$ cat config.mk
export PLATFORM = sky130hd
export DESIGN_NAME = spi_port
export DESIGN_NICKNAME = d
export VERILOG_FILES = /design/src/spi_port_pkg.sv /design/src/spi_port.sv
export SDC_FILE = /design/constraint.sdc
export NUM_CORES = 1
export LEC_CHECK = 0
export BUFFER_PORTS_ARGS = -buffer_cell sky130_fd_sc_hd__buf_2
export CAP_MARGIN = 20
export CORE_MARGIN = 2
export CORE_UTILIZATION = 35
export CTS_CLUSTER_DIAMETER = 30
export DETAILED_ROUTE_END_ITERATION = 8
export GPL_ROUTABILITY_DRIVEN = 0
export PLACE_DENSITY = 0.56
export SYNTH_ARGS = -nofsm -noshare
export SYNTH_HDL_FRONTEND = slang
export SYNTH_SLANG_ARGS = --single-unit
$ cat constraint.sdc
create_clock -name mclk_i -period 5 [get_ports mclk_i]
set_input_delay 0.75 -clock mclk_i [delete_from_list [all_inputs] [get_ports mclk_i]]
set_output_delay 0.75 -clock mclk_i [all_outputs]
set_load 0.03 [all_outputs]
$ cat src/spi_port_pkg.sv
// Constants, field layouts and carrier types for the serial port block.
// Assumes a single system clock and a plain register port with one-cycle strobes.
package spi_port_pkg;

  // ----------------------------------------------------------------
  // Register offsets
  // ----------------------------------------------------------------
  localparam logic [7:0] ADDR_INTERRUPT_CONTROL      = 8'h0b;
  localparam logic [7:0] ADDR_PERIPHERAL_IRQ_FLAGS   = 8'h0c;
  localparam logic [7:0] ADDR_SERIAL_DATA_BUFFER     = 8'h13;
  localparam logic [7:0] ADDR_SERIAL_CONTROL         = 8'h14;
  localparam logic [7:0] ADDR_PERIPHERAL_IRQ_ENABLES = 8'h8c;
  localparam logic [7:0] ADDR_SERIAL_STATUS          = 8'h94;

  // ----------------------------------------------------------------
  // Field positions
  // ----------------------------------------------------------------
  localparam int CTL_WRITE_COLLISION  = 7;
  localparam int CTL_RECEIVE_OVERFLOW = 6;
  localparam int CTL_PORT_ENABLE      = 5;
  localparam int CTL_CLOCK_IDLE_POL   = 4;
  localparam int STA_SAMPLE_PHASE     = 7;
  localparam int STA_CLOCK_EDGE_SEL   = 6;
  localparam int STA_BUFFER_FULL      = 0;
  localparam int PIR_PORT_IRQ_FLAG    = 3;
  localparam int PIE_PORT_IRQ_ENABLE  = 3;
  localparam int ICN_GLOBAL_ENABLE    = 7;
  localparam int ICN_PERIPH_ENABLE    = 6;

  // ----------------------------------------------------------------
  // Reset values
  // ----------------------------------------------------------------
  localparam logic [7:0] BYTE_RST = 8'h00;
  localparam logic [3:0] MODE_RST = 4'h0;

  // ----------------------------------------------------------------
  // Mode codes of port_mode_select
  // ----------------------------------------------------------------
  localparam logic [3:0] MODE_MASTER_DIV4  = 4'h0;
  localparam logic [3:0] MODE_MASTER_DIV16 = 4'h1;
  localparam logic [3:0] MODE_MASTER_DIV64 = 4'h2;
  localparam logic [3:0] MODE_MASTER_TMR2  = 4'h3;
  localparam logic [3:0] MODE_SLAVE_SEL    = 4'h4;
  localparam logic [3:0] MODE_SLAVE_NOSEL  = 4'h5;

  // ----------------------------------------------------------------
  // Timing counts (half bit periods in mclk cycles minus one, then half bit phases per byte and last bit index)
  // ----------------------------------------------------------------
  localparam logic [4:0] HALF_DIV4_LAST  = 5'h01;
  localparam logic [4:0] HALF_DIV16_LAST = 5'h07;
  localparam logic [4:0] HALF_DIV64_LAST = 5'h1f;
  localparam logic [4:0] LAST_PHASE      = 5'h10;
  localparam logic [3:0] LAST_BIT        = 4'h7;

  // ----------------------------------------------------------------
  // Types
  // ----------------------------------------------------------------
  typedef enum logic [1:0] {
    MS_IDLE = 2'b01,
    MS_RUN  = 2'b10
  } master_state_t;

  typedef struct packed {
    logic [7:0] addr;
    logic [7:0] wdata;
    logic       wr;
    logic       rd;
  } reg_bus_t;

  typedef struct packed {
    logic sck_o;
    logic sck_oe;
    logic sdo_o;
    logic sdo_oe;
  } spi_pins_t;

endpackage : spi_port_pkg

$ cat src/spi_port.sv
// Serial port block: register file, master clock engine, slave shifter.
// Assumes all pin inputs are synchronous to mclk_i and that the pin
// direction logic outside uses the enables on pins_o.
//
// Strobed register access was left to the implementer.
`timescale 1ns/100ps
`default_nettype none

module spi_port
  import spi_port_pkg::*;
(
  input  wire logic      mclk_i,
  input  wire logic      arst_n_i,
  input  wire logic      ce_i,
  input  wire reg_bus_t  bus_i,
  output logic [7:0]     rdata_o,
  input  wire logic      sleep_i,
  input  wire logic      tmr2_i,
  input  wire logic      sck_i,
  input  wire logic      sdi_i,
  input  wire logic      ss_n_i,
  output spi_pins_t      pins_o,
  output logic           irq_o,
  output logic           wake_o
);

  // ----------------------------------------------------------------
  // State
  // ----------------------------------------------------------------
  typedef struct packed {
    master_state_t ms;
    logic [4:0]    ph;
    logic [4:0]    div_cnt;
    logic          tmr_half;
    logic          pend;
    logic          sck;
    logic          sck_in;
    logic [7:0]    tx_sr;
    logic [7:0]    shift_register;
    logic [3:0]    rx_cnt;
    logic [7:0]    rx_tx_buffer;
    logic          write_collision;
    logic          ovf;
    logic          en;
    logic          clock_idle_polarity;
    logic [3:0]    mode;
    logic          sample_phase;
    logic          cke;
    logic          bf;
    logic          irq_flag;
    logic          irq_en;
    logic [7:0]    interrupt_control;
    logic [7:0]    rdata;
  } state_t;

  localparam state_t STATE_RST = '{ms: MS_IDLE, default: '0};

  state_t s_q;
  state_t s_d;

  logic master;
  logic sel_mode;
  logic port_reset;
  logic busy;
  logic tick;
  logic lead;
  logic trail;
  logic out_edge;
  logic latch_edge;
  logic do_sample;
  logic complete;
  logic [7:0] rbyte;

  // ----------------------------------------------------------------
  // Decoding helpers
  // ----------------------------------------------------------------
  function automatic logic is_master(input logic [3:0] mode);
    is_master = (mode <= MODE_MASTER_TMR2);
  endfunction : is_master

  function automatic logic [4:0] half_last(input logic [3:0] mode);
    case (mode)
      MODE_MASTER_DIV16: half_last = HALF_DIV16_LAST;
      MODE_MASTER_DIV64: half_last = HALF_DIV64_LAST;
      default:           half_last = HALF_DIV4_LAST;
    endcase
  endfunction : half_last

  // ----------------------------------------------------------------
  // Next state
  // ----------------------------------------------------------------
  always_comb begin
    s_d        = s_q;
    master     = s_q.en && is_master(s_q.mode);
    sel_mode   = s_q.mode == MODE_SLAVE_SEL;
    port_reset = !s_q.en || (sel_mode && ss_n_i);
    // Busy covers a running master and a slave part way through a byte
    busy       = (s_q.ms == MS_RUN) || (s_q.rx_cnt != 4'h0);
    tick       = 1'b0;
    lead       = 1'b0;
    trail      = 1'b0;
    do_sample  = 1'b0;
    complete   = 1'b0;
    rbyte      = BYTE_RST;
    s_d.rdata  = BYTE_RST;
    s_d.sck_in = sck_i;

    // Register writes; hardware events below override, so sets win
    if (bus_i.wr) begin
      case (bus_i.addr)
        ADDR_SERIAL_DATA_BUFFER: begin
          if (busy) begin
            s_d.write_collision = 1'b1;
          end else begin
            s_d.tx_sr        = bus_i.wdata;
            s_d.rx_tx_buffer = bus_i.wdata;
            if (master) begin
              s_d.ms       = MS_RUN;
              s_d.ph       = 5'h00;
              s_d.div_cnt  = 5'h00;
              s_d.tmr_half = 1'b0;
            end
          end
        end
        ADDR_SERIAL_CONTROL: begin
          s_d.write_collision = bus_i.wdata[CTL_WRITE_COLLISION];
          s_d.ovf  = bus_i.wdata[CTL_RECEIVE_OVERFLOW];
          s_d.en   = bus_i.wdata[CTL_PORT_ENABLE];
          s_d.clock_idle_polarity  = bus_i.wdata[CTL_CLOCK_IDLE_POL];
          s_d.mode = bus_i.wdata[3:0];
        end
        ADDR_SERIAL_STATUS: begin
          s_d.sample_phase = bus_i.wdata[STA_SAMPLE_PHASE];
          s_d.cke = bus_i.wdata[STA_CLOCK_EDGE_SEL];
        end
        ADDR_PERIPHERAL_IRQ_FLAGS: begin
          s_d.irq_flag = bus_i.wdata[PIR_PORT_IRQ_FLAG];
        end
        ADDR_PERIPHERAL_IRQ_ENABLES: begin
          s_d.irq_en = bus_i.wdata[PIE_PORT_IRQ_ENABLE];
        end
        ADDR_INTERRUPT_CONTROL: begin
          s_d.interrupt_control = bus_i.wdata;
        end
        default: begin
        end
      endcase
    end

    // Register reads, answered one cycle later
    if (bus_i.rd) begin
      case (bus_i.addr)
        ADDR_SERIAL_DATA_BUFFER: begin
          rbyte  = s_q.rx_tx_buffer;
          s_d.bf = 1'b0;
        end
        ADDR_SERIAL_CONTROL: begin
          rbyte = {s_q.write_collision, s_q.ovf, s_q.en, s_q.clock_idle_polarity, s_q.mode};
        end
        ADDR_SERIAL_STATUS: begin
          rbyte = {s_q.sample_phase, s_q.cke, 5'h00, s_q.bf};
        end
        ADDR_PERIPHERAL_IRQ_FLAGS: begin
          rbyte = {4'h0, s_q.irq_flag, 3'h0};
        end
        ADDR_PERIPHERAL_IRQ_ENABLES: begin
          rbyte = {4'h0, s_q.irq_en, 3'h0};
        end
        ADDR_INTERRUPT_CONTROL: begin
          rbyte = s_q.interrupt_control;
        end
        default: begin
          rbyte = BYTE_RST;
        end
      endcase
      s_d.rdata = rbyte;
    end

    // Master clock engine, frozen while asleep
    case (s_q.ms)
      MS_RUN: begin
        if (!sleep_i) begin
          if (s_q.mode == MODE_MASTER_TMR2) begin
            tick = tmr2_i && s_q.tmr_half;
            if (tmr2_i) begin
              s_d.tmr_half = !s_q.tmr_half;
            end
          end else begin
            tick        = s_q.div_cnt == half_last(s_q.mode);
            s_d.div_cnt = tick ? 5'h00 : 5'(s_q.div_cnt + 5'h01);
          end
          if (tick && (s_q.ph < LAST_PHASE)) begin
            s_d.sck = !s_q.sck;
            lead    = !s_q.ph[0];
            trail   = s_q.ph[0];
            s_d.ph  = 5'(s_q.ph + 5'h01);
          end
          if ((s_q.ph == LAST_PHASE) && !s_q.pend && (s_q.rx_cnt == 4'h0)) begin
            s_d.ms = MS_IDLE;
            s_d.ph = 5'h00;
          end
        end
      end
      default: begin
        s_d.sck = s_q.clock_idle_polarity;
      end
    endcase

    // Slave edges from the sampled external clock
    if (s_q.en && !master && !port_reset) begin
      lead  = s_q.clock_idle_polarity ? (!sck_i && s_q.sck_in) : (sck_i && !s_q.sck_in);
      trail = s_q.clock_idle_polarity ? (sck_i && !s_q.sck_in) : (!sck_i && s_q.sck_in);
    end

    // Output on one edge, latch on the other
    out_edge   = s_q.cke ? trail : lead;
    latch_edge = s_q.cke ? lead : trail;
    if (s_q.pend && tick) begin
      do_sample = 1'b1;
      s_d.pend  = 1'b0;
    end
    if (latch_edge) begin
      if (master && s_q.sample_phase) begin
        s_d.pend = 1'b1;
      end else begin
        do_sample = 1'b1;
      end
    end
    // Edge select 1 has the first bit out already; 0 skips first edge
    if (out_edge && (s_q.cke || (s_q.rx_cnt != 4'h0) || s_q.pend)) begin
      s_d.tx_sr = {s_q.tx_sr[6:0], 1'b0};
    end
    if (do_sample) begin
      s_d.shift_register = {s_q.shift_register[6:0], sdi_i};
      s_d.rx_cnt         = 4'(s_q.rx_cnt + 4'h1);
      if (s_q.rx_cnt == LAST_BIT) begin
        complete     = 1'b1;
        s_d.rx_cnt   = 4'h0;
        s_d.irq_flag = 1'b1;
        s_d.bf       = 1'b1;
        if (s_q.bf && !master) begin
          s_d.ovf = 1'b1;
        end else begin
          s_d.rx_tx_buffer = {s_q.shift_register[6:0], sdi_i};
        end
      end
    end

    // Port reset by select or disable
    if (port_reset) begin
      s_d.ms      = MS_IDLE;
      s_d.ph      = 5'h00;
      s_d.pend    = 1'b0;
      s_d.rx_cnt  = 4'h0;
      s_d.div_cnt = 5'h00;
    end
  end

  // ----------------------------------------------------------------
  // State register
  // ----------------------------------------------------------------
  always_ff @(posedge mclk_i or negedge arst_n_i) begin
    if (!arst_n_i) begin
      s_q <= STATE_RST;
    end else if (ce_i) begin
      s_q <= s_d;
    end
  end

  // ----------------------------------------------------------------
  // Outputs
  // ----------------------------------------------------------------
  assign rdata_o       = s_q.rdata;
  // Carrier driven whole; members of one variable take one driver
  assign pins_o = '{sck_o:  s_q.sck,
                    sck_oe: master,
                    sdo_o:  s_q.tx_sr[7],
                    sdo_oe: s_q.en && !(sel_mode && ss_n_i)};
  assign wake_o        = s_q.irq_en && s_q.irq_flag;
  assign irq_o         = wake_o && s_q.interrupt_control[ICN_GLOBAL_ENABLE]
                         && s_q.interrupt_control[ICN_PERIPH_ENABLE];

  // Bus decodes shared by several checks
  logic wr_buf;
  logic wr_ctl;
  assign wr_buf = ce_i && bus_i.wr && (bus_i.addr == ADDR_SERIAL_DATA_BUFFER);
  assign wr_ctl = ce_i && bus_i.wr && (bus_i.addr == ADDR_SERIAL_CONTROL);
endmodule : spi_port

`default_nettype wire

Word-level counts from Yosys, hierarchy flattened
Index checks and enable logic that the tools add are counted.

Bits in registers: 72.

$add $sub $neg: 3. $lt $le $gt $ge: 2. Eq/ne operators: 18. Multiplexer cells: 72. Reduce and logical (&&, ||, !) cells: 47.

Operators by type and width (count): 2-to-1 mux 13 bit (6); 2-to-1 mux 8 bit (9); case mux 8 bit (6 select lines) (1); 2-to-1 mux 1 bit (37); 2-to-1 mux 12 bit (3); 2-to-1 mux 5 bit (6); logical AND 1 bit (18); 2-to-1 mux 18 bit (1); equality test 8 x 4 -> 1 bit, second input constant (2); equality test 8 x 5 -> 1 bit, second input constant (2); equality test 8 bit, second input constant (2); AND reduction 3 bit (5); 2-to-1 mux 7 bit (2); adder 5 x 1 -> 5 bit, second input constant (2); zero test 1 bit (10); 2-to-1 mux 10 bit (1); case mux 5 bit (2 select lines) (1); equality test 4 x 2 -> 1 bit, second input constant (2); equality test 4 x 3 -> 1 bit, second input constant (2); AND reduction 4 bit (2); nonzero test 2 bit (4); 2-to-1 mux 2 bit (3); equality test 5 bit (1); equality test 5 bit, second input constant (1); other kinds (13) (19).

Longest topological paths before layout
Depth in word-level cells: 18. Gate-level depth with buffers: 10.

Least setup slack after synthesis
Ideal clock, no wire load.

Path type: in2reg. Start: in bus_i[16] (netlist name). End: reg s_q[65] (netlist name). Data arrival time: 2467 ps. Required time: 4872 ps. Setup slack: 2406 ps. Stages: 8. Path through: or2_2 -> buf_2 -> nor3_2 -> nand3_1 -> o21ai_1 -> a21bo_2 -> a22oi_1 -> o2bb2ai_1.

Word-level cells in the longest chain between the ends: 7.

RTL lines: start: declaration (line spi_port.sv:15) `input wire reg_bus_t bus_i,`; equality test 8 x 5 -> 1 bit * (line spi_port.sv:110) `case (bus_i.addr)`; 2-to-1 mux 13 bit * (line spi_port.sv:110); 2-to-1 mux 13 bit * (line spi_port.sv:109) `if (bus_i.wr) begin`; 2-to-1 mux 5 bit (line spi_port.sv:183) `if (s_q.mode == MODE_MASTER_TMR2) begin`; 2-to-1 mux 13 bit (line spi_port.sv:182) `if (!sleep_i) begin`; 2-to-1 mux 13 bit * (line spi_port.sv:180) `case (s_q.ms)`; 2-to-1 mux 12 bit * (line spi_port.sv:250) `if (port_reset) begin`; end signal: assignment (line spi_port.sv:264) `s_q <= STATE_RST;`; end signal: assignment (line spi_port.sv:266) `s_q <= s_d;`; end: declaration (line spi_port.sv:58) `state_t s_q;`.

Every way passes the cells marked *; elsewhere a longest branch is shown, timed or not. A chain may end at the register's enable or synchronous reset.

Final worst setup path
Start: reg s_q[24] (netlist name). End: reg s_q[29] (netlist name).

Word-level cells in the longest chain between the ends: 17. Elaborated cells on any way between the ends: 41. Those cells by class: order compare (1); eq/ne (5); mux (24); reduce/logical (11).

RTL lines: equality test 4 x 2 -> 1 bit / equality test 4 x 1 -> 1 bit (equally long branches) (line spi_port.sv:82) `case (mode)`; case mux 5 bit (2 select lines) (line spi_port.sv:82); 2-to-1 mux 5 bit (line spi_port.sv:183); 2-to-1 mux 5 bit (line spi_port.sv:182); 2-to-1 mux 5 bit (line spi_port.sv:180); equality test 5 bit (line spi_port.sv:189) `tick = s_q.div_cnt == half_last(s_q.mode);`; 2-to-1 mux 1 bit (line spi_port.sv:183); 2-to-1 mux 1 bit (line spi_port.sv:182); 2-to-1 mux 1 bit (line spi_port.sv:180); logical AND 1 bit (line spi_port.sv:192) `if (tick && (s_q.ph < LAST_PHASE)) begin`; 2-to-1 mux 1 bit (line spi_port.sv:192); 2-to-1 mux 1 bit (line spi_port.sv:182); 2-to-1 mux 1 bit (line spi_port.sv:180); 2-to-1 mux 1 bit (line spi_port.sv:210) `if (s_q.en && !master && !port_reset) begin`; 2-to-1 mux 1 bit (line spi_port.sv:217) `latch_edge = s_q.cke ? lead : trail;`; 2-to-1 mux 1 bit (line spi_port.sv:222) `if (latch_edge) begin`; 2-to-1 mux 12 bit * (line spi_port.sv:233) `if (do_sample) begin`.

Every way passes the cells marked *; elsewhere a longest branch is shown, timed or not. The select of a mux whose other input is x is not followed.

==> results.txt <==
antenna violations before repair = 0
chip height = 110 um
startpoint class of the critical path = register
Worst EP arrival = 3.07 ns
most common cell in the netlist = dfrtp_1
Ports = 40
R2R depth = 7
asr flop ratio synth = 1.00
Vias = 3097
grt ovf = 0
Starting DRT DRC Count = 153
Worst-Margin Slew = 0.971 ns
via-per-instance ratio = 5.72
cell family with most CP delay = compound AO/OA/AOI/OAI gates
CTS tree = built
TNS Setup = 0 ns
n_diodes = 0
vias in the first global route = 2959
initial core utilization = 0.361
Mapped Cells = 371
hold path depth = 1
# clock sinks = 72
CTS H-tree depth = 3
Post-DP HPWL = 6900 um
clock-pin slew on the worst setup and hold paths = 0.06 ns
clock root cell = clkbuf_16
peak supply drop = 194 uV
Max Freq = 349 MHz
Min-Delay Path Class = reg -> reg
Cell Rows = 38
Leakage = 2.10 nW
Ys Warns = 0
area fraction of the dominant cell type after synthesis = 0.450
Detailed Route WL = 9680 um
Port Buffers = 39
worst-path cell chain = nor4b_4 -> mux2i_2 -> o2111ai_2 -> nand2_2 -> a31o_1 -> a41oi_2 -> a221o_1
final non-filler cell total = 541
Hold Fails Final Rpt = 0
number of synthesized flops with an enable pin = 0
Top FF cell, synth = dfrtp_1
CP max stage cell = dfrtp_1
HP Start = rdata_o[7]$_DFFE_PN0P_
Worst path max stage delay = 0.49 ns
total of max-cap violations = 0
total CTS buffers = 9
worst-skew pair later-pin latency = 0.33 ns
Setup Buffers After CTS = 0
status = finished clean
hold_buf cts = 0
core box area = 10900 um2
Critical Path Fanout Max = 10
Chip Width = 110 um
WP data required = 5.21 ns
CTS max path bufs = 2
count of different cell masters after synthesis = 65
top cells by count, synth = dfrtp_1 (71), nand2_1 (28), mux2_2 (26)
CP endpoint kind = register
RR Endpoint = s_q[29]$_DFFE_PN0P_
fin nets = 427
first-pass GRT wire length = 15500 um
WP buf/inv = 0
Tmin final = 2.87 ns
clk_skew = 0.00717 ns
Die ar. = 12200 um2
placed cell count = 525
Net Count, Synth = 402
register area share after synthesis = 0.456
Resize count post-CTS = 0
Final ANT Viol Nets = 0
Seq cells post-synth = 72
ranking of synthesized cells by area = dfrtp_1 (45%), mux2_2 (7.4%), o2bb2ai_1 (3.5%), nand2_1 (2.7%), and3_1 (2.5%)
unrepaired setup endpoints after global routing = no
PD cells = 304 nW/um2
Rel. slew slack = 0.352
GRT Util Overall = 0.169
Period Utilization, post-route = 0.573
worst r2r src = s_q[24]$_DFFE_PN0P_
synthesized area = 3950 um2
post-synth top area cell = dfrtp_1
largest net degree at the start of global routing = 73
WS Path Type = reg -> reg
share of cells above drive strength 1 = 0.254
Slew Limit Fails = 0
Synth Area per Inst = 10.7 um2
Pre-antenna DRT Iters = 6
final count of negative-setup-slack endpoints = 0
average wire per cell in the routed design = 17.9 um
drt drc = 0
reg2reg setup slack = 2.13 ns
Hold EP = rdata_o[7]$_DFFE_PN0P_
Syn-to-layout area delta = 13.8%
==> layer usage <==
metal | GRT usage | vias to the layer above | share of wire
met2 | 0.251 | 83 | 0.44
met5 | 0 | - | 0
met1 | 0.240 | 1544 | 0.49
li1 | - | 1459 | -
met3 | 0.0394 | 11 | 0.052
met4 | 0.0625 | 0 | 0.014
==> through the flow <==
| stage | power (mW) | util | worst slack [ns] | cell area [um2] | hold WS, ns |
|---|---|---|---|---|---|
| final | 1.37 | 0.411 | 2.13 | 4500 | 0.474 |
| after global routing | 1.43 | 0.411 | 1.96 | 4500 | 0.501 |
| after CTS | 1.39 | 0.411 | 2.18 | 4500 | 0.478 |
| after detailed placement | 0.682 | 0.381 | 1.88 | 4170 | 0.465 |
| after global placement | 0.680 | 0.381 | 1.86 | 4170 | 0.467 |
| after floorplan | 0.643 | - | 2.41 | 3950 | 0.454 |
==> cells in the final DEF (no fill, tap or decap), drive strengths merged, types with 2 or more instances in the layout <==
cell	netlist	layout
inv	10	12
buf	18	39
clkbuf	7	9
or2	2	2
a21boi	2	2
and2	4	4
mux2i	5	5
o2bb2ai	16	16
or3b	3	3
xor2	3	3
nand3b	3	3
nor2	17	17
a41oi	2	2
nor3	8	8
a21oi	10	10
nor4b	4	4
clkinv	0	2
a22o	4	4
a31o	3	3
a222oi	7	7
a31oi	5	5
mux2	26	26
bufinv	0	2
nand4	2	2
nand3	11	11
nor2b	3	3
nand2b	7	7
a221o	9	9
a211oi	4	4
dfrtp	71	71
a22oi	10	10
o21ai	19	19
nand2	30	30
and3	16	16
a21o	8	8
ha	5	5
==> worst register-to-register path: stages, from the launching register on <==
cell and delay (ns):
dfrtp_1 0.49, nor4b_4 0.39, mux2i_2 0.42, o2111ai_2 0.23, nand2_2 0.12, a31o_1 0.38, a41oi_2 0.33, a221o_1 0.39
==> worst max-delay path by stage <==
stage / start / end / slack (ns) / depth (start not counted)
detailed placement: bus_i[16] / s_q[65]$_DFFE_PN0P_ / 1.88 / 8
floorplan: bus_i[16] / s_q[65]$_DFFE_PN0P_ / 2.41 / 8
global placement: bus_i[16] / s_q[31]$_DFFE_PN0P_ / 1.86 / 7
finish: s_q[24]$_DFFE_PN0P_ / s_q[29]$_DFFE_PN0P_ / 2.13 / 7
global route: s_q[24]$_DFFE_PN0P_ / s_q[31]$_DFFE_PN0P_ / 1.96 / 7
CTS: s_q[24]$_DFFE_PN0P_ / s_q[31]$_DFFE_PN0P_ / 2.18 / 7
==> flip-flops by register name, summed over array words and instances, names as in the netlist <==
register / cells
s_q: 62
pins_o: 2
rdata_o: 8
==> logic make-up (layout without fill, tap and decap cells) <==
| kind of cell | count (synthesis) | count (layout) | synth area share |
|---|---|---|---|
| adder cells (fa/ha/maj) | 5 | 5 | 0.0158 |
| multiplexers | 31 | 31 | 0.0877 |
| buffers and inverters | 35 | 65 | 0.0491 |
| XOR/XNOR | 3 | 3 | 0.00665 |
| AO/OA/AOI/OAI | 108 | 108 | 0.212 |
| flip-flops | 72 | 72 | 0.456 |
| AND/OR/NAND/NOR | 117 | 117 | 0.173 |
==> power by group <==
group | leakage [nW] | internal (mW) | switching (mW)
clock | 0.157 | 0.442 | 0.257
combinational | 0.941 | 0.0230 | 0.0461
sequential | 0.997 | 0.592 | 0.00878
==> final cells by class <==
class,count,area [um2]
Multi-Input combinational cell,264,1960
Clock inverter,7,103
Fill cell,1088,6440
Inverter,10,37.5
Sequential cell,72,1800
Timing Repair Buffer,39,198
Tap cell,140,175
Clock buffer,9,225
No activity file was read; power rests on OpenSTA's default activity.
